$ cat config.mk
export PLATFORM = sky130hd
export DESIGN_NAME = qec_top
export DESIGN_NICKNAME = d
export VERILOG_FILES = /design/src/logic/qec_pkg.sv /design/src/logic/qec_channel.sv /design/src/logic/qec_top.sv
export VERILOG_INCLUDE_DIRS = /design/src /design/src/logic
export SDC_FILE = /design/constraint.sdc
export NUM_CORES = 1
export LEC_CHECK = 0
export BUFFER_PORTS_ARGS = -buffer_cell sky130_fd_sc_hd__buf_2
export CORE_UTILIZATION = 40
export DETAILED_ROUTE_END_ITERATION = 10
export PLACE_DENSITY = 0.62
export SYNTH_ARGS = -nofsm -noshare
export SYNTH_HDL_FRONTEND = slang
export SYNTH_SLANG_ARGS = --single-unit
$ cat constraint.sdc
create_clock -name clk -period 11.64 [get_ports clk]
set_clock_uncertainty 0.1 [all_clocks]
set_input_delay 1.746 -clock clk [delete_from_list [all_inputs] [get_ports clk]]
set_output_delay 1.746 -clock clk [all_outputs]
set_load 0.05 [all_outputs]
$ cat src/logic/qec_consts.svh
`ifndef QEC_CONSTS_SVH
`define QEC_CONSTS_SVH
// Width of each position counter.
`define QEC_CNT_W 32
// Number of counter channels.
`define QEC_NCH 2
// Width of the decoding select setting.
`define QEC_SEL_W 2
// Default decoding select: simple decoding on both channels.
`define QEC_SEL_RST 2'h0
// Input line numbers (zero based) carrying phase A of each channel.
`define QEC_CH0_A 3'h2
`define QEC_CH1_A 3'h4
// Number of digital input lines.
`define QEC_NLINE 8
// Reset value of a counter.
`define QEC_CNT_RST 32'h0000_0000
`endif

$ cat src/logic/qec_pkg.sv
package qec_pkg;
  // Signed position count of one channel.
  typedef logic signed [31:0] qec_count_t;
  // Decoding mode of one channel.
  typedef enum logic {
    QEC_SIMPLE = 1'b0,
    QEC_ENHANCED = 1'b1
  } qec_mode_t;
  // Owner of a shared input line.
  typedef enum logic [1:0] {
    QEC_OWN_NONE = 2'b00,
    QEC_OWN_COUNT = 2'b01,
    QEC_OWN_PULSE = 2'b10
  } qec_owner_t;
endpackage

$ cat src/logic/qec_channel.sv
`timescale 1ns/10ps
`include "qec_consts.svh"
// One decoder and counter channel working on already synchronised phases.
module qec_channel
  import qec_pkg::*;
(
  input wire logic clk,
  input wire logic rst,
  input wire logic ce,
  input wire logic enable,
  input wire qec_pkg::qec_mode_t mode,
  input wire logic phase_a,
  input wire logic phase_b,
  input wire logic load,
  input wire qec_pkg::qec_count_t load_value,
  input wire logic target_load,
  input wire qec_pkg::qec_count_t target_value,
  output qec_pkg::qec_count_t count,
  output logic target_event
);
  // Previous sampled phase levels for edge detection.
  logic a_prev_reg, a_prev_next;
  logic b_prev_reg, b_prev_next;
  // Count, target and event flop.
  qec_count_t count_reg, count_next;
  qec_count_t target_reg, target_next;
  logic event_reg, event_next;
  // Last quadrature state in enhanced mode; repeated states add nothing.
  logic [1:0] last_q_reg, last_q_next;
  logic inc, dec;
  logic [1:0] q_now;

  // Decode edges and compute the next count and event state.
  always_comb begin
    a_prev_next = phase_a;
    b_prev_next = phase_b;
    count_next = count_reg;
    target_next = target_reg;
    last_q_next = last_q_reg;
    inc = 1'b0;
    dec = 1'b0;
    q_now = {phase_a, phase_b};
    if (mode == QEC_SIMPLE) begin
      // A rise while B is low counts up; a B rise while A is low counts down.
      // A single phase alone therefore counts in one direction.
      inc = phase_a && !a_prev_reg && !phase_b;
      dec = phase_b && !b_prev_reg && !phase_a;
      last_q_next = q_now;
    end else begin
      // The phases walk 00, 10, 11, 01 forward and the reverse way back.
      // A step up is made only when a forward cycle closes (01 to 00) and a step down
      // only when a backward one opens (00 to 01), so jitter about any one edge can
      // only swing the count by one and back, never pile up repeated counts.
      // The price is that a count lands at the end of a forward cycle, not its start.
      if (q_now != last_q_reg) begin
        last_q_next = q_now;
        if (q_now == 2'b00 && last_q_reg == 2'b01) begin
          inc = 1'b1;
        end else if (q_now == 2'b01 && last_q_reg == 2'b00) begin
          dec = 1'b1;
        end
      end
    end
    if (!enable) begin
      inc = 1'b0;
      dec = 1'b0;
    end
    // Each valid edge moves the count by exactly one.
    if (inc) begin
      count_next = count_reg + 32'sh0000_0001;
    end else if (dec) begin
      count_next = count_reg - 32'sh0000_0001;
    end
    // Software write of the count wins over a coincident edge.
    if (load) begin
      count_next = load_value;
    end
    // Software may arm a new target for the next event.
    if (target_load) begin
      target_next = target_value;
    end
    // One-cycle event when a counting step lands on the target.
    event_next = enable && (inc || dec) && (count_next == target_reg) && !load;
  end

  // Register the channel state.
  always_ff @(posedge clk or posedge rst) begin
    if (rst) begin
      a_prev_reg <= 1'b0;
      b_prev_reg <= 1'b0;
      count_reg <= `QEC_CNT_RST;
      target_reg <= `QEC_CNT_RST;
      event_reg <= 1'b0;
      last_q_reg <= 2'h0;
    end else if (ce) begin
      a_prev_reg <= a_prev_next;
      b_prev_reg <= b_prev_next;
      count_reg <= count_next;
      target_reg <= target_next;
      event_reg <= event_next;
      last_q_reg <= last_q_next;
    end
  end

  assign count = count_reg;
  assign target_event = event_reg;
endmodule

$ cat src/logic/qec_top.sv
`timescale 1ns/10ps
`include "qec_consts.svh"
// Contract
// - Two channels on lines three-four, five-six.
// - A leading B increments once per pulse.
// - A lagging B decrements once per pulse.
// - Simple mode: A pulses, B low, increment.
// - Simple mode: B pulses, A low, decrement.
// - Simple mode allows single-phase counting.
// - Count reaching target raises event; reloadable.
// - Enhanced mode suppresses edge jitter counts.
// - Two-bit select: 0 simple, 1/2/3 enhanced; here bit 0 sets channel one's mode and bit 1 channel two's.
// - Counters are 32-bit signed.
// - Shared line: last configured function owns.
module qec_top
  import qec_pkg::*;
(
  input wire logic clk,
  input wire logic rst,
  input wire logic ce,
  input wire logic [7:0] in_lines,
  input wire logic [1:0] counter_define_command,
  input wire logic [1:0] counter_disable_command,
  input wire logic [1:0] pulse_measure_enable_command,
  input wire logic system_setting_command,
  input wire logic [1:0] system_setting_value,
  input wire logic [1:0] count_write,
  input wire qec_pkg::qec_count_t count_write_value,
  input wire logic [1:0] target_write,
  input wire qec_pkg::qec_count_t target_write_value,
  output qec_pkg::qec_count_t counter_value_0,
  output qec_pkg::qec_count_t counter_value_1,
  output logic [1:0] target_event_handler,
  output logic [1:0] counter_active,
  output logic [1:0] pulse_measure_active,
  output logic [7:0] ordinary_inputs
);
  // Two-flop synchronisers for the pins; only stage two is read.
  logic [7:0] sync1_reg, sync2_reg;
  // Decoding select, per-channel mode, and line ownership.
  logic [1:0] sel_reg, sel_next;
  qec_owner_t own_reg [2];
  qec_owner_t own_next [2];
  qec_count_t cnt [2];
  logic [1:0] evt;
  logic [1:0] act_reg, act_next;
  logic [1:0] pm_reg, pm_next;
  logic [7:0] ord_reg, ord_next;

  // Synchronise every input line before any decoding.
  always_ff @(posedge clk or posedge rst) begin
    if (rst) begin
      sync1_reg <= 8'h00;
      sync2_reg <= 8'h00;
    end else if (ce) begin
      sync1_reg <= in_lines;
      sync2_reg <= sync1_reg;
    end
  end

  // Mode select and ownership; the most recent command takes the line.
  always_comb begin
    sel_next = sel_reg;
    if (system_setting_command) begin
      sel_next = system_setting_value;
    end
    for (int i = 0; i < `QEC_NCH; i++) begin
      own_next[i] = own_reg[i];
      if (counter_define_command[i]) begin
        own_next[i] = QEC_OWN_COUNT;
      end else if (pulse_measure_enable_command[i]) begin
        own_next[i] = QEC_OWN_PULSE;
      end else if (counter_disable_command[i] && own_reg[i] == QEC_OWN_COUNT) begin
        own_next[i] = QEC_OWN_NONE;
      end
      act_next[i] = (own_next[i] == QEC_OWN_COUNT);
      pm_next[i] = (own_next[i] == QEC_OWN_PULSE);
    end
    // Lines not held by a counter read back as plain inputs.
    ord_next = sync2_reg;
    if (act_next[0]) begin
      ord_next[3:2] = 2'h0;
    end
    if (act_next[1]) begin
      ord_next[5:4] = 2'h0;
    end
  end

  // Register mode, ownership and outputs.
  always_ff @(posedge clk or posedge rst) begin
    if (rst) begin
      sel_reg <= `QEC_SEL_RST;
      own_reg[0] <= QEC_OWN_NONE;
      own_reg[1] <= QEC_OWN_NONE;
      act_reg <= 2'h0;
      pm_reg <= 2'h0;
      ord_reg <= 8'h00;
    end else if (ce) begin
      sel_reg <= sel_next;
      own_reg <= own_next;
      act_reg <= act_next;
      pm_reg <= pm_next;
      ord_reg <= ord_next;
    end
  end

  // One channel per phase pair; channel one on lines 3-4, two on 5-6.
  for (genvar g = 0; g < `QEC_NCH; g++) begin : g_ch
    qec_channel u_ch (
      .clk(clk),
      .rst(rst),
      .ce(ce),
      .enable(act_reg[g]),
      .mode(qec_mode_t'(sel_reg[g])),
      .phase_a(sync2_reg[2 + 2 * g]),
      .phase_b(sync2_reg[3 + 2 * g]),
      .load(count_write[g]),
      .load_value(count_write_value),
      .target_load(target_write[g]),
      .target_value(target_write_value),
      .count(cnt[g]),
      .target_event(evt[g])
    );
  end

  // Counts and events come straight from the channel flops.
  assign counter_value_0 = cnt[0];
  assign counter_value_1 = cnt[1];
  assign target_event_handler = evt;
  assign counter_active = act_reg;
  assign pulse_measure_active = pm_reg;
  assign ordinary_inputs = ord_reg;
endmodule

* Yosys cells after proc, flatten, opt, wreduce, memory -nomap -nowiden *
Cells that the tools add are included.

storage, ports and cells
  register bits after elaboration = 172
  input bits = 88
  output and inout port bits = 78
  word-level logic and storage cells = 117

cells by class
  add/subtract/negate cells = 4
  equality and inequality tests = 16
  mux-type cells = 36
  reduce and logical (&&, ||, !) cells = 41

operators with widths
  operator               count
  $mux 32                6
  $add 32x2->32 const B  2
  $eq 32x32->1           2
  $sub 32x2->32 const B  2
  $mux 2                 12
  $logic_and 1x1->1      20
  $mux 1                 18
  $eq 2x1->1 const B     8
  $logic_not 1->1        10
  $reduce_and 2->1       5
  $logic_not 2->1        4
  $eq 2x2->1 const B     2
  $ne 2x1->1 const B     2
  $ne 2x2->1             2
  $logic_or 1x1->1       2

* Longest topological paths before layout *
Gate-level depths: netlist (run 1).

  depth in word-level cells = 13
  mapped depth = 12
  mapped depth without buffers = 11

* Cells and area by module *
From an unflattened synthesis (run 1), not the netlist that was laid out.

second synthesis, totals
  cells, all modules = 1,470
  area total of the unflattened synthesis = 12,757.2 sq um

by module, submodules not included
  module                       instances  cells each  area an instance (sq um)  sequential area each (sq um)
  qec_channel at g_ch[1].u_ch  1          669         5,711.7                   1,726.7
  qec_channel at g_ch[0].u_ch  1          708         5,699.2                   1,726.7
  qec_top                      1          93          1,346.3                   850.8

* Least setup slack after synthesis (run 1) *
Ideal clock, no wire load.

  path kind = input-to-reg
  start point = in count_write[0]
  end point = reg g_ch[0].u_ch.event_reg
  library setup time = 0.095 ns
  arrival time = 3.526 ns
  required time = 11.445 ns
  setup slack = 7.919 ns
  stages on the path = 7
  buffers on the path = 1
  cell sequence = clkbuf_1 > o31ai_1 > xnor2_1 > nand2_1 > or4_1 > a2111o_1 > o32ai_2

between the ends
  cells in the longest elaborated chain, start to end = 4

RTL lines
  what                    line                RTL
  start: declaration      qec_top.sv:27       input wire logic [1:0] count_write,
  $mux 32                 qec_channel.sv:75   if (load) begin
  $eq 32x32->1            qec_channel.sv:83   event_next = enable && (inc || dec) && (count_next == target_reg) && !load;
  $logic_and 1x1->1       qec_channel.sv:83
  $logic_and 1x1->1 (*)   qec_channel.sv:83
  end signal: assignment  qec_channel.sv:100  event_reg <= event_next;
  end: declaration        qec_channel.sv:27   logic event_reg, event_next;

Mark *: on every way between the ends. The rest lies on a longest branch, timed or not.
A chain may end at the register's enable or synchronous reset.

* Final worst setup path (run 1) *
Same ends and word-level chain as after synthesis.

==> results.ini, run 1 <==
[outcome]
result_of_the_run=completed

[logic_synthesis]
compound_gate_portion_of_the_synthesized_area_pct=20.69
main_combinational_cell_family_by_area_after_synthesis=simple AND/OR/NAND/NOR gates
postSynthNetCount=1473
synth-edff-count=0
proportion_of_synthesized_chip_area_in_sequential_cells_pct=35.86
async_flop_share_pct=100.0
post-synth-top-area-fraction_pct=35.86
yosys.area_share.xor_xnor_pct=6.421
synthCells=1381
ys_dominant_reg_cell=sky130_fd_sc_hd__dfrtp_1
postSynthAreaPerCell_sq_um=8.691
yosys-mux-area-fraction_pct=8.788
yosys_register_bits=172
synthAdderAreaFrac_pct=0.4170
synth.area.top_cells=sky130_fd_sc_hd__dfrtp_1 (36%), sky130_fd_sc_hd__mux2_2 (8.5%), sky130_fd_sc_hd__xnor2_1 (4.9%)
yosys_warnings=0
yosys.area_share.simple_pct=22.65
netlist.top_cell.by_area=sky130_fd_sc_hd__dfrtp_1
synthDistinctLibCells=88
synth.most_common_cell=sky130_fd_sc_hd__dfrtp_1
synth_top_cells_by_count=sky130_fd_sc_hd__dfrtp_1 (172), sky130_fd_sc_hd__nand2_1 (134), sky130_fd_sc_hd__nor2_1 (109), sky130_fd_sc_hd__o21ai_0 (109), sky130_fd_sc_hd__mux2_2 (91)
netlist_area_sq_um=12000

[clocking]
cts-root-to-sink-buffers=2
cts_tree=built
cts_buffers=17
count_of_clock_tree_sinks=172
clock_tree.root_cell=sky130_fd_sc_hd__clkbuf_16
cts-htree-levels=4
clkTransAtPathRegs_ns=0.07
worst_skew_pair.late_latency_ns=0.45
hold_buffer_count_at_cts=0
post_cts_resized=0
postCtsSetupRepairBufs=0

[routing]
remaining_drc_errors=0
finalWirelength_mm=42.67
post_drt_via_cell_ratio=6.169
routedWlPerCell_microns=22.78
routed-via-count=11560
drtIter0Drc=1386
ant_nets=0
drt-pass1-iter-count=6

[sta]
relSlewSlack_pct=19.85
post-route-period-util_pct=36.96
layout_setup_ws_ns=7.337
clock_period_minus_final_worst_setup_slack_ns=4.303
fin_tns_setup_ns=0
setup_violations=0
grt_setup_unrepaired=no
tightestPinTransition_ns=1.201
max_freq_mhz=232.4
timing.final.max_slew_violations=0
finalHoldViolCount=0

[critical_path]
cp_num_buf_inv=4
endpoint_kind=flip-flop
startpoint_of_the_worst_register_to_register_path=g_ch[0].u_ch.count[3]$_DFFE_PP0P_
timing.reg2reg.worst_path_depth=9
cp-startpoint=count_write[0]
critical_path.top_delay_family=buffers and inverters
cp_slowest_stage_delay_ns=0.58
critPathSlowestCell=sky130_fd_sc_hd__buf_4
data_required_time_of_the_critical_path_ns=11.89
critical_path_cell_count=11
critPathKind=input port to flip-flop
worst_setup_sp_type=input port
cell_breakdown_of_the_critical_path=buf_2, buf_4, inv_1, buf_4, nand4_1, o21ai_0, a211oi_1, nand3_1, or4_1, a2111o_1, o32ai_2
critPathMaxFanout=76
critical-path-top-cell-by-count=sky130_fd_sc_hd__buf_4
worstPathArrival_ns=4.55

[global_routing]
grt-ovfl-total=0
first_global_vias=10880
grt_antenna_before_repair=1
grt_max_degree=101
wire_length_of_the_first_global_routing_pass_mm=66.20
track_usage_pct=28.27

[die]
chipHeight_microns=175.2
initial_util_pct=40.61
die_w_microns=175.2
ios=166
std_cell_rows=63
fp.coreArea_sq_um=29560
die_area_sq_um=30700

[power]
power.density_cell_area_nw_per_um2=148.5
peakVddDrop_v=0.00008685
total_power_uw=2012
power.static_leakage_uw=0.005312

[placed_design]
gp_congestion=0.9710
numPortBuffers=165
preCtsSetupSlack_ns=6.944
placed_cells_incl_taps=1841
half_perimeter_wire_length_after_detailed_placement_mm=32.17

[worst_hold_path]
hold_path_startpoint=pulse_measure_active[0]$_DFFE_PP0P_
worst_hold_path_type=flip-flop to flip-flop
hold_depth=2

[finish]
post_layout_nonfiller_instances=1873
layout-drive-gt1-share_pct=22.86
antennaDiodeCount=0
layout.filler_cells=2983
layout.nets=1562
area_growth_pct=12.89
final_util_pct=45.84

[flow_run]
max-cap-violations=0

metrics by stage:
step / hold slack [ns] / area, sq um
6_report: 0.3866 / 13550
5_1_grt: 0.4141 / 13550
4_1_cts: 0.3851 / 13550
3_5_place_dp: 0.3689 / 12940
3_3_place_gp: 0.3625 / 12940
2_1_floorplan: 0.3703 / 12000
cell families (layout without fill, tap and decap cells):
kind of cell	count (synthesis)	count (layout)
fa+ha+maj	4	4
simple gates	517	517
flops	172	172
mux	94	94
compound gates	359	359
buf+inv	147	249
xor+xnor	88	88
worst min-delay path, cell delays in order, from the launching register on:
cell,delay (ns)
sky130_fd_sc_hd__dfrtp_1,0.35
sky130_fd_sc_hd__nand2_1,0.06
sky130_fd_sc_hd__o31ai_1,0.05
layout make-up:
cell class                      count  area, sq um  area share [%]
Timing Repair Buffer              176        910.9           6.722
Sequential cell                   172         4304           31.76
Clock buffer                       19        452.9           3.343
Tap cell                          390        488.0           3.601
Multi-Input combinational cell   1062         7078           52.23
Clock inverter                     13        157.7           1.163
Inverter                           41        158.9           1.173
layer usage:
metal | part of all wire, % | GRT usage (%)
met5 | 0 | 0
met4 | 3.3 | 10.29
met3 | 8.1 | 4.634
met2 | 46 | 44.43
met1 | 43 | 39.05
power by group:
group          switching [uW]  internal [uW]
sequential                149            679
clock                     265            333
combinational             377            209
total                     791           1220
worst paths after layout:
path | endpoint | slack [ns]
setup / recovery | g_ch[0].u_ch.target_event$_DFFE_PP0P_ | 7.34
hold / removal | pulse_measure_active[0]$_DFFE_PP0P_ | 0.39
setup reg to reg | g_ch[0].u_ch.target_event$_DFFE_PP0P_ | 7.74
hold reg to reg | pulse_measure_active[0]$_DFFE_PP0P_ | 0.39
max in group asynchronous | g_ch[1].u_ch.count[10]$_DFFE_PP0P_ | 8.48
min in group asynchronous | own_reg[3]$_DFFE_PP0P_ | 1.42
placed cells by master, fill, tap and decap left out, types with 14 or more instances in the layout:
| cell | Yosys | layout |
|---|---|---|
| sky130_fd_sc_hd__dfrtp_1 | 172 | 172 |
| sky130_fd_sc_hd__nand4_1 | 35 | 35 |
| sky130_fd_sc_hd__buf_2 | 13 | 164 |
| sky130_fd_sc_hd__o31ai_1 | 14 | 14 |
| sky130_fd_sc_hd__or4_1 | 17 | 17 |
| sky130_fd_sc_hd__xor2_1 | 21 | 21 |
| sky130_fd_sc_hd__nor2_1 | 109 | 109 |
| sky130_fd_sc_hd__a22oi_1 | 18 | 18 |
| sky130_fd_sc_hd__o21ai_0 | 109 | 109 |
| sky130_fd_sc_hd__nand2_1 | 134 | 134 |
| sky130_fd_sc_hd__nor3_1 | 39 | 39 |
| sky130_fd_sc_hd__inv_1 | 39 | 38 |
| sky130_fd_sc_hd__nand3_1 | 48 | 48 |
| sky130_fd_sc_hd__xnor2_1 | 67 | 67 |
| sky130_fd_sc_hd__mux2_2 | 91 | 91 |
| sky130_fd_sc_hd__a21oi_1 | 72 | 72 |
| sky130_fd_sc_hd__nor4_1 | 29 | 29 |
| sky130_fd_sc_hd__clkbuf_16 | 0 | 17 |
No activity file was read; power rests on OpenSTA's default activity.
==> inputs of run 2 (changes only) <==
==> constraint.sdc (replaced) <==
create_clock -name clk -period 4.1 [get_ports clk]
set_clock_uncertainty 0.1 [all_clocks]
set_input_delay 0.615 -clock clk [delete_from_list [all_inputs] [get_ports clk]]
set_output_delay 0.615 -clock clk [all_outputs]
set_load 0.05 [all_outputs]
==> results.ini, run 2 (synthesized netlist as in run 1, its figures left out) <==
[critical_path]
critPathSlowestCell=sky130_fd_sc_hd__nor4_1  ; was sky130_fd_sc_hd__buf_4
timing.reg2reg.worst_path_depth=9  ; unchanged
critical_path.top_delay_family=simple AND/OR/NAND/NOR gates  ; was buffers and inverters
startpoint_of_the_worst_register_to_register_path=g_ch[0].u_ch.count[3]$_DFFE_PP0P_  ; unchanged
timing.rr.end=g_ch[0].u_ch.target_event$_DFFE_PP0P_  ; unchanged
cell_breakdown_of_the_critical_path=nor4_4, o2111ai_1, nor4_1, nor2_1, xnor2_1, nor3_1, nand3_1, a2111o_1, o32ai_2  ; was buf_2, buf_4, inv_1, buf_4, nand4_1, o21ai_0, a211oi_1, nand3_1, or4_1, a2111o_1, o32ai_2
endpoint_kind=flip-flop  ; unchanged
worstPathArrival_ns=3.94  ; was 4.55 ns
reg2reg_slack_ns=0.41  ; was 7.74 ns
critPathMaxFanout=11  ; was 76
critPathKind=flip-flop to flip-flop  ; was input port to flip-flop
data_required_time_of_the_critical_path_ns=4.35  ; was 11.89 ns
cp_slowest_stage_delay_ns=0.72  ; was 0.58 ns
cp_num_buf_inv=0  ; was 4
worst_setup_sp_type=flip-flop  ; was input port

[power]
peakVddDrop_v=0.0002241  ; was 0.00008685 V
power.static_leakage_uw=0.005470  ; was 0.005312 uW
switching_share_pct=40.97  ; was 39.33%
combinationalPowerShare_pct=30.5  ; was 29.1%
power.sequential.fraction_pct=40.2  ; was 41.2%
pwr-share-clk_pct=29.3  ; was 29.7%
power.density_cell_area_nw_per_um2=416.7  ; was 148.5 nW/um^2
net_switching_power_figure_uw=2354  ; was 791.1 uW
internal_power_uw=3391  ; was 1220 uW

[clocking]
clock_tree.root_cell=sky130_fd_sc_hd__clkbuf_16  ; unchanged
cts_tree=built  ; unchanged
postCtsSetupRepairBufs=0  ; unchanged
hold_buffer_count_at_cts=0  ; unchanged
post_cts_resized=0  ; unchanged
cts_buffers=17  ; unchanged
count_of_clock_tree_sinks=172  ; unchanged
cts-htree-levels=4  ; unchanged
cts-root-to-sink-buffers=2  ; unchanged
worst_skew_pair.late_latency_ns=0.44  ; was 0.45 ns
clkTransAtPathRegs_ns=0.07  ; about the same

[sta]
finalHoldViolCount=0  ; unchanged
layout_setup_ws_ns=0.4068  ; was 7.337 ns
post-route-period-util_pct=90.08
clock_period_minus_final_worst_setup_slack_ns=3.693
fin_tns_setup_ns=0  ; unchanged
tightestPinTransition_ns=1.073  ; was 1.201 ns
relSlewSlack_pct=28.50  ; was 19.85%
timing.final.max_slew_violations=0  ; unchanged
setup_violations=0  ; unchanged
max_freq_mhz=270.8
grt_setup_unrepaired=no  ; unchanged

[finish]
layout.cells.most_common=sky130_fd_sc_hd__dfrtp_1  ; unchanged
layout-drive-gt1-share_pct=24.44  ; was 22.86%
area_growth_pct=14.88  ; was 12.89%
finish.instance_area_sq_um=13790  ; was 13550 sq um
final_cell_mix=sky130_fd_sc_hd__dfrtp_1 (172), sky130_fd_sc_hd__buf_2 (164), sky130_fd_sc_hd__nand2_1 (134), sky130_fd_sc_hd__nor2_1 (109), sky130_fd_sc_hd__o21ai_0 (109)  ; unchanged
layout.filler_cells=2963  ; was 2983
layout.nets=1593  ; was 1562

[die]
die_area_sq_um=30700  ; unchanged
initial_util_pct=40.61  ; unchanged
std_cell_rows=63  ; unchanged
chipHeight_microns=175.2  ; unchanged
fp.coreArea_sq_um=29560  ; unchanged
ios=166  ; unchanged
die_w_microns=175.2  ; unchanged

[routing]
finalWirelength_mm=44.74  ; was 42.67 mm
drt-pass1-iter-count=5  ; was 6
remaining_drc_errors=0  ; unchanged
ant_nets=0  ; unchanged
post_drt_via_cell_ratio=6.102  ; was 6.169
drtIter0Drc=958  ; was 1386
routedWlPerCell_microns=23.48  ; was 22.78 microns
routed-via-count=11630  ; was 11560

[global_routing]
wire_length_of_the_first_global_routing_pass_mm=68.39  ; was 66.20 mm
first_global_vias=11110  ; was 10880
grt_max_degree=173  ; was 101
track_usage_pct=29.50  ; was 28.27%
grt_antenna_before_repair=0  ; was 1
grt-ovfl-total=0  ; unchanged

[outcome]
result_of_the_run=completed  ; unchanged

[worst_hold_path]
worst_hold_path_type=input port to async pin  ; was flip-flop to flip-flop

[placed_design]
half_perimeter_wire_length_after_detailed_placement_mm=33.65  ; was 32.17 mm
place_area_sq_um=13180  ; was 12940 sq um
numPortBuffers=165  ; unchanged
preCtsSetupSlack_ns=0.5017  ; was 6.944 ns
gp_congestion=0.9457  ; was 0.9710

[flow_run]
max-cap-violations=0  ; unchanged

==> run 2: cell types whose count changed in the layout (fill, tap and decap cells not counted), sizes merged <==
cell	previous run	this run
diode	0	1
clkinv	7	5
buf	176	207
inv	44	49
bufinv	2	0
clkbuf	19	18
==> run 2: area by class of cell <==
cell class / count / area, sq um / area share (%)
multi-input cells: 1062 / 7078 / 51.33
flip-flops and latches: 172 / 4304 / 31.22
repair buffers: 207 / 1156 / 8.385
well taps: 390 / 488.0 / 3.539
clock buffers: 18 / 439.2 / 3.185
clock inverters: 14 / 162.7 / 1.180
inverters: 41 / 157.7 / 1.143
diodes: 1 / 2.502 / 0.01815
==> run 2: metal layers <==
layer | GRT usage (%) | wire (microns) | vias to the layer above
li1 | - | - | 5343
met2 | 47.40 | 21060 | 457
met4 | 10.65 | 1340 | 0
met5 | 0 | 0 | -
met3 | 4.112 | 2688 | 72
met1 | 40.38 | 19640 | 5753
==> run 2: through the flow <==
step                      total power (uW)  hold WS [ns]  instances  utilization (%)
after global routing                  6008        0.2657       1904            46.64
after detailed placement              4072        0.3646       1872            44.60
final                                 5745        0.2323       1905            46.65
after floorplan                       3507        0.3703       1381                -
after global placement                4062        0.3630       1872            44.60
after CTS                             5763        0.2576       1904            46.64
==> run 2: worst min-delay path: cells and delay by family <==
family	cells	cell delay (ns)
buffers and inverters	3	0.71
==> run 2: how the worst max path moves through the flow <==
stage | cells after the start | slack, ns | startpoint | endpoint
2_1_floorplan | 10 | 0.82 | g_ch[0].u_ch.count[2]$_DFFE_PP0P_ | g_ch[0].u_ch.target_event$_DFFE_PP0P_
5_1_grt | 11 | 0.16 | g_ch[0].u_ch.count[0]$_DFFE_PP0P_ | g_ch[0].u_ch.target_event$_DFFE_PP0P_
3_3_place_gp | 9 | 0.54 | sel_reg[0]$_DFFE_PP0P_ | g_ch[0].u_ch.target_event$_DFFE_PP0P_
4_1_cts | 9 | 0.47 | sel_reg[0]$_DFFE_PP0P_ | g_ch[0].u_ch.target_event$_DFFE_PP0P_
3_5_place_dp | 9 | 0.50 | sel_reg[0]$_DFFE_PP0P_ | g_ch[0].u_ch.target_event$_DFFE_PP0P_
6_report | 9 | 0.41 | g_ch[0].u_ch.count[3]$_DFFE_PP0P_ | g_ch[0].u_ch.target_event$_DFFE_PP0P_
==> run 2: power groups by stage <==
stage               clock (uW)  sequential [uW]  combinational [uW]
floorplan                    0             2480                1030
global placement             0             2320                1740
detailed placement           0             2330                1740
CTS                       1710             2300                1750
global route              1780             2350                1880
finish                    1690             2310                1750
==> inputs of run 3 (changes only) <==
==> constraint.sdc (replaced) <==
create_clock -name clk -period 4.64 [get_ports clk]
set_clock_uncertainty 0.1 [all_clocks]
set_input_delay 0.696 -clock clk [delete_from_list [all_inputs] [get_ports clk]]
set_output_delay 0.696 -clock clk [all_outputs]
set_load 0.05 [all_outputs]
==> results.ini, run 3 (synthesized netlist as in run 1, its figures left out) <==
[outcome]
result_of_the_run=completed  ; unchanged

[placed_design]
half_perimeter_wire_length_after_detailed_placement_mm=32.63  ; was 33.65 mm
preCtsSetupSlack_ns=0.8031  ; was 0.5017 ns
gp_congestion=0.9515  ; was 0.9457
numPortBuffers=165  ; unchanged
place_area_sq_um=13000  ; was 13180 sq um

[finish]
layout.cells.most_common=sky130_fd_sc_hd__dfrtp_1  ; unchanged
layout-drive-gt1-share_pct=23.17  ; was 24.44%
antennaDiodeCount=0  ; was 1
final_cell_mix=sky130_fd_sc_hd__dfrtp_1 (172), sky130_fd_sc_hd__buf_2 (164), sky130_fd_sc_hd__nand2_1 (134), sky130_fd_sc_hd__nor2_1 (109), sky130_fd_sc_hd__o21ai_0 (109)  ; unchanged
area_growth_pct=13.42  ; was 14.88%
layout.nets=1568  ; was 1593
layout.filler_cells=2940  ; was 2963
finish.instance_area_sq_um=13610  ; was 13790 sq um

[routing]
ant_nets=0  ; unchanged
drtIter0Drc=1049  ; was 958
post_drt_via_cell_ratio=6.177  ; was 6.102
routed-via-count=11610  ; was 11630
drt-pass1-iter-count=5  ; unchanged
remaining_drc_errors=0  ; unchanged
finalWirelength_mm=44.06  ; was 44.74 mm
routedWlPerCell_microns=23.45  ; was 23.48 microns

[die]
chipHeight_microns=175.2  ; unchanged
initial_util_pct=40.61  ; unchanged
die_w_microns=175.2  ; unchanged
std_cell_rows=63  ; unchanged
ios=166  ; unchanged
fp.coreArea_sq_um=29560  ; unchanged
die_area_sq_um=30700  ; unchanged

[sta]
layout_setup_ws_ns=0.6915  ; was 0.4068 ns
timing.final.max_slew_violations=0  ; unchanged
post-route-period-util_pct=85.10  ; was 90.08%
clock_period_minus_final_worst_setup_slack_ns=3.948  ; was 3.693 ns
fin_tns_setup_ns=0  ; unchanged
finalHoldViolCount=0  ; unchanged
max_freq_mhz=253.3  ; was 270.8 MHz
tightestPinTransition_ns=1.180  ; was 1.073 ns
grt_setup_unrepaired=no  ; unchanged
setup_violations=0  ; unchanged
relSlewSlack_pct=21.22  ; was 28.50%

[worst_hold_path]
worst_hold_path_type=input port to flip-flop  ; was input port to async pin

[flow_run]
max-cap-violations=0  ; unchanged

[critical_path]
worstPathArrival_ns=4.20  ; was 3.94 ns
worst_setup_sp_type=flip-flop  ; unchanged
data_required_time_of_the_critical_path_ns=4.89  ; was 4.35 ns
critPathMaxFanout=11  ; unchanged
endpoint_kind=flip-flop  ; unchanged
critPathKind=flip-flop to flip-flop  ; unchanged

[global_routing]
grt_antenna_before_repair=1  ; was 0
grt_max_degree=173  ; unchanged
grt-ovfl-total=0  ; unchanged
first_global_vias=10860  ; was 11110
track_usage_pct=28.94  ; was 29.50%
wire_length_of_the_first_global_routing_pass_mm=67.15  ; was 68.39 mm

[power]
peakVddDrop_v=0.0002351  ; was 0.0002241 V
power.static_leakage_uw=0.005335  ; was 0.005470 uW
power.density_cell_area_nw_per_um2=375.5  ; was 416.7 nW/um^2

[clocking]
count_of_clock_tree_sinks=172  ; unchanged
cts_buffers=17  ; unchanged
hold_buffer_count_at_cts=0  ; unchanged
post_cts_resized=0  ; unchanged
clock_tree.root_cell=sky130_fd_sc_hd__clkbuf_16  ; unchanged
cts-root-to-sink-buffers=2  ; unchanged
clkTransAtPathRegs_ns=0.07  ; about the same
cts_tree=built  ; unchanged
cts-htree-levels=4  ; unchanged
worst_skew_pair.late_latency_ns=0.45  ; was 0.44 ns
postCtsSetupRepairBufs=0  ; unchanged

run 3: changes by cell type in the layout (fill, tap and decap cells not counted), sizes merged:
cell	change
diode	-1
buf	-25
bufinv	+2
clkinvlp	+4
clkinv	-2
inv	-4
run 3: worst paths after layout:
check                      depth (start not counted)                                     end  slack (ns)                         startpoint
setup / recovery                                  11   g_ch[0].u_ch.target_event$_DFFE_PP0P_        0.69  g_ch[0].u_ch.count[0]$_DFFE_PP0P_
hold / removal                                     2     pulse_measure_active[0]$_DFFE_PP0P_        0.36          counter_define_command[0]
setup reg to reg                                  11   g_ch[0].u_ch.target_event$_DFFE_PP0P_        0.69  g_ch[0].u_ch.count[0]$_DFFE_PP0P_
hold reg to reg                                    1          ordinary_inputs[2]$_DFFE_PP0P_        0.39     ordinary_inputs[2]$_DFFE_PP0P_
max in group asynchronous                          3      g_ch[1].u_ch.count[29]$_DFFE_PP0P_        3.28                                rst
min in group asynchronous                          3  g_ch[0].u_ch.last_q_reg[0]$_DFFE_PP0P_        0.38                                rst
run 3: per-stage QoR:
step / hold WS (ns) / cells / util [%] / total power [uW]
floorplan: 0.3703 / 1381 / - / 3099
global placement: 0.3625 / 1847 / 43.97 / 3553
detailed placement: 0.3782 / 1847 / 43.97 / 3564
CTS: 0.3412 / 1879 / 46.05 / 5121
global route: 0.3519 / 1879 / 46.05 / 5328
finish: 0.3582 / 1879 / 46.05 / 5111
run 3: critical path: stages, from the launching register on:
cell	delay, ns
sky130_fd_sc_hd__dfrtp_1	0.48
sky130_fd_sc_hd__inv_1	0.11
sky130_fd_sc_hd__ha_1	0.20
sky130_fd_sc_hd__nor3b_1	0.28
sky130_fd_sc_hd__o2111ai_1	0.62
sky130_fd_sc_hd__nor4_1	0.75
sky130_fd_sc_hd__nor2_1	0.20
sky130_fd_sc_hd__xnor2_1	0.22
sky130_fd_sc_hd__nor3_1	0.19
sky130_fd_sc_hd__nand3_1	0.10
sky130_fd_sc_hd__a2111o_1	0.40
sky130_fd_sc_hd__o32ai_2	0.19
run 3: area by class of cell:
class	count	area [sq um]	share of cell area, %
sequential	172	4304	31.62
tap	390	488.0	3.585
clock buffer	18	439.2	3.226
clock inverter	14	177.7	1.305
timing repair buffer	182	968.4	7.114
inverter	41	157.7	1.158
multi-input combinational	1062	7078	51.99
run 3: metal layers:
metal	wire length (microns)	global-route usage, %	share of wire, %	up-vias
met5	0	0	0	-
met4	1317	9.819	3.0	0
met3	2812	3.721	6.4	78
met2	20890	46.97	47	498
met1	19040	39.64	43	5740
li1	-	-	-	5290
run 3: power by group:
group | total (uW) | internal (uW) | switching, uW | leakage, uW
clock network | 1550 | 832 | 721 | 0.000290
logic | 1490 | 528 | 958 | 0.00301
registers | 2070 | 1700 | 372 | 0.00204
total | 5110 | 3060 | 2050 | 0.00534
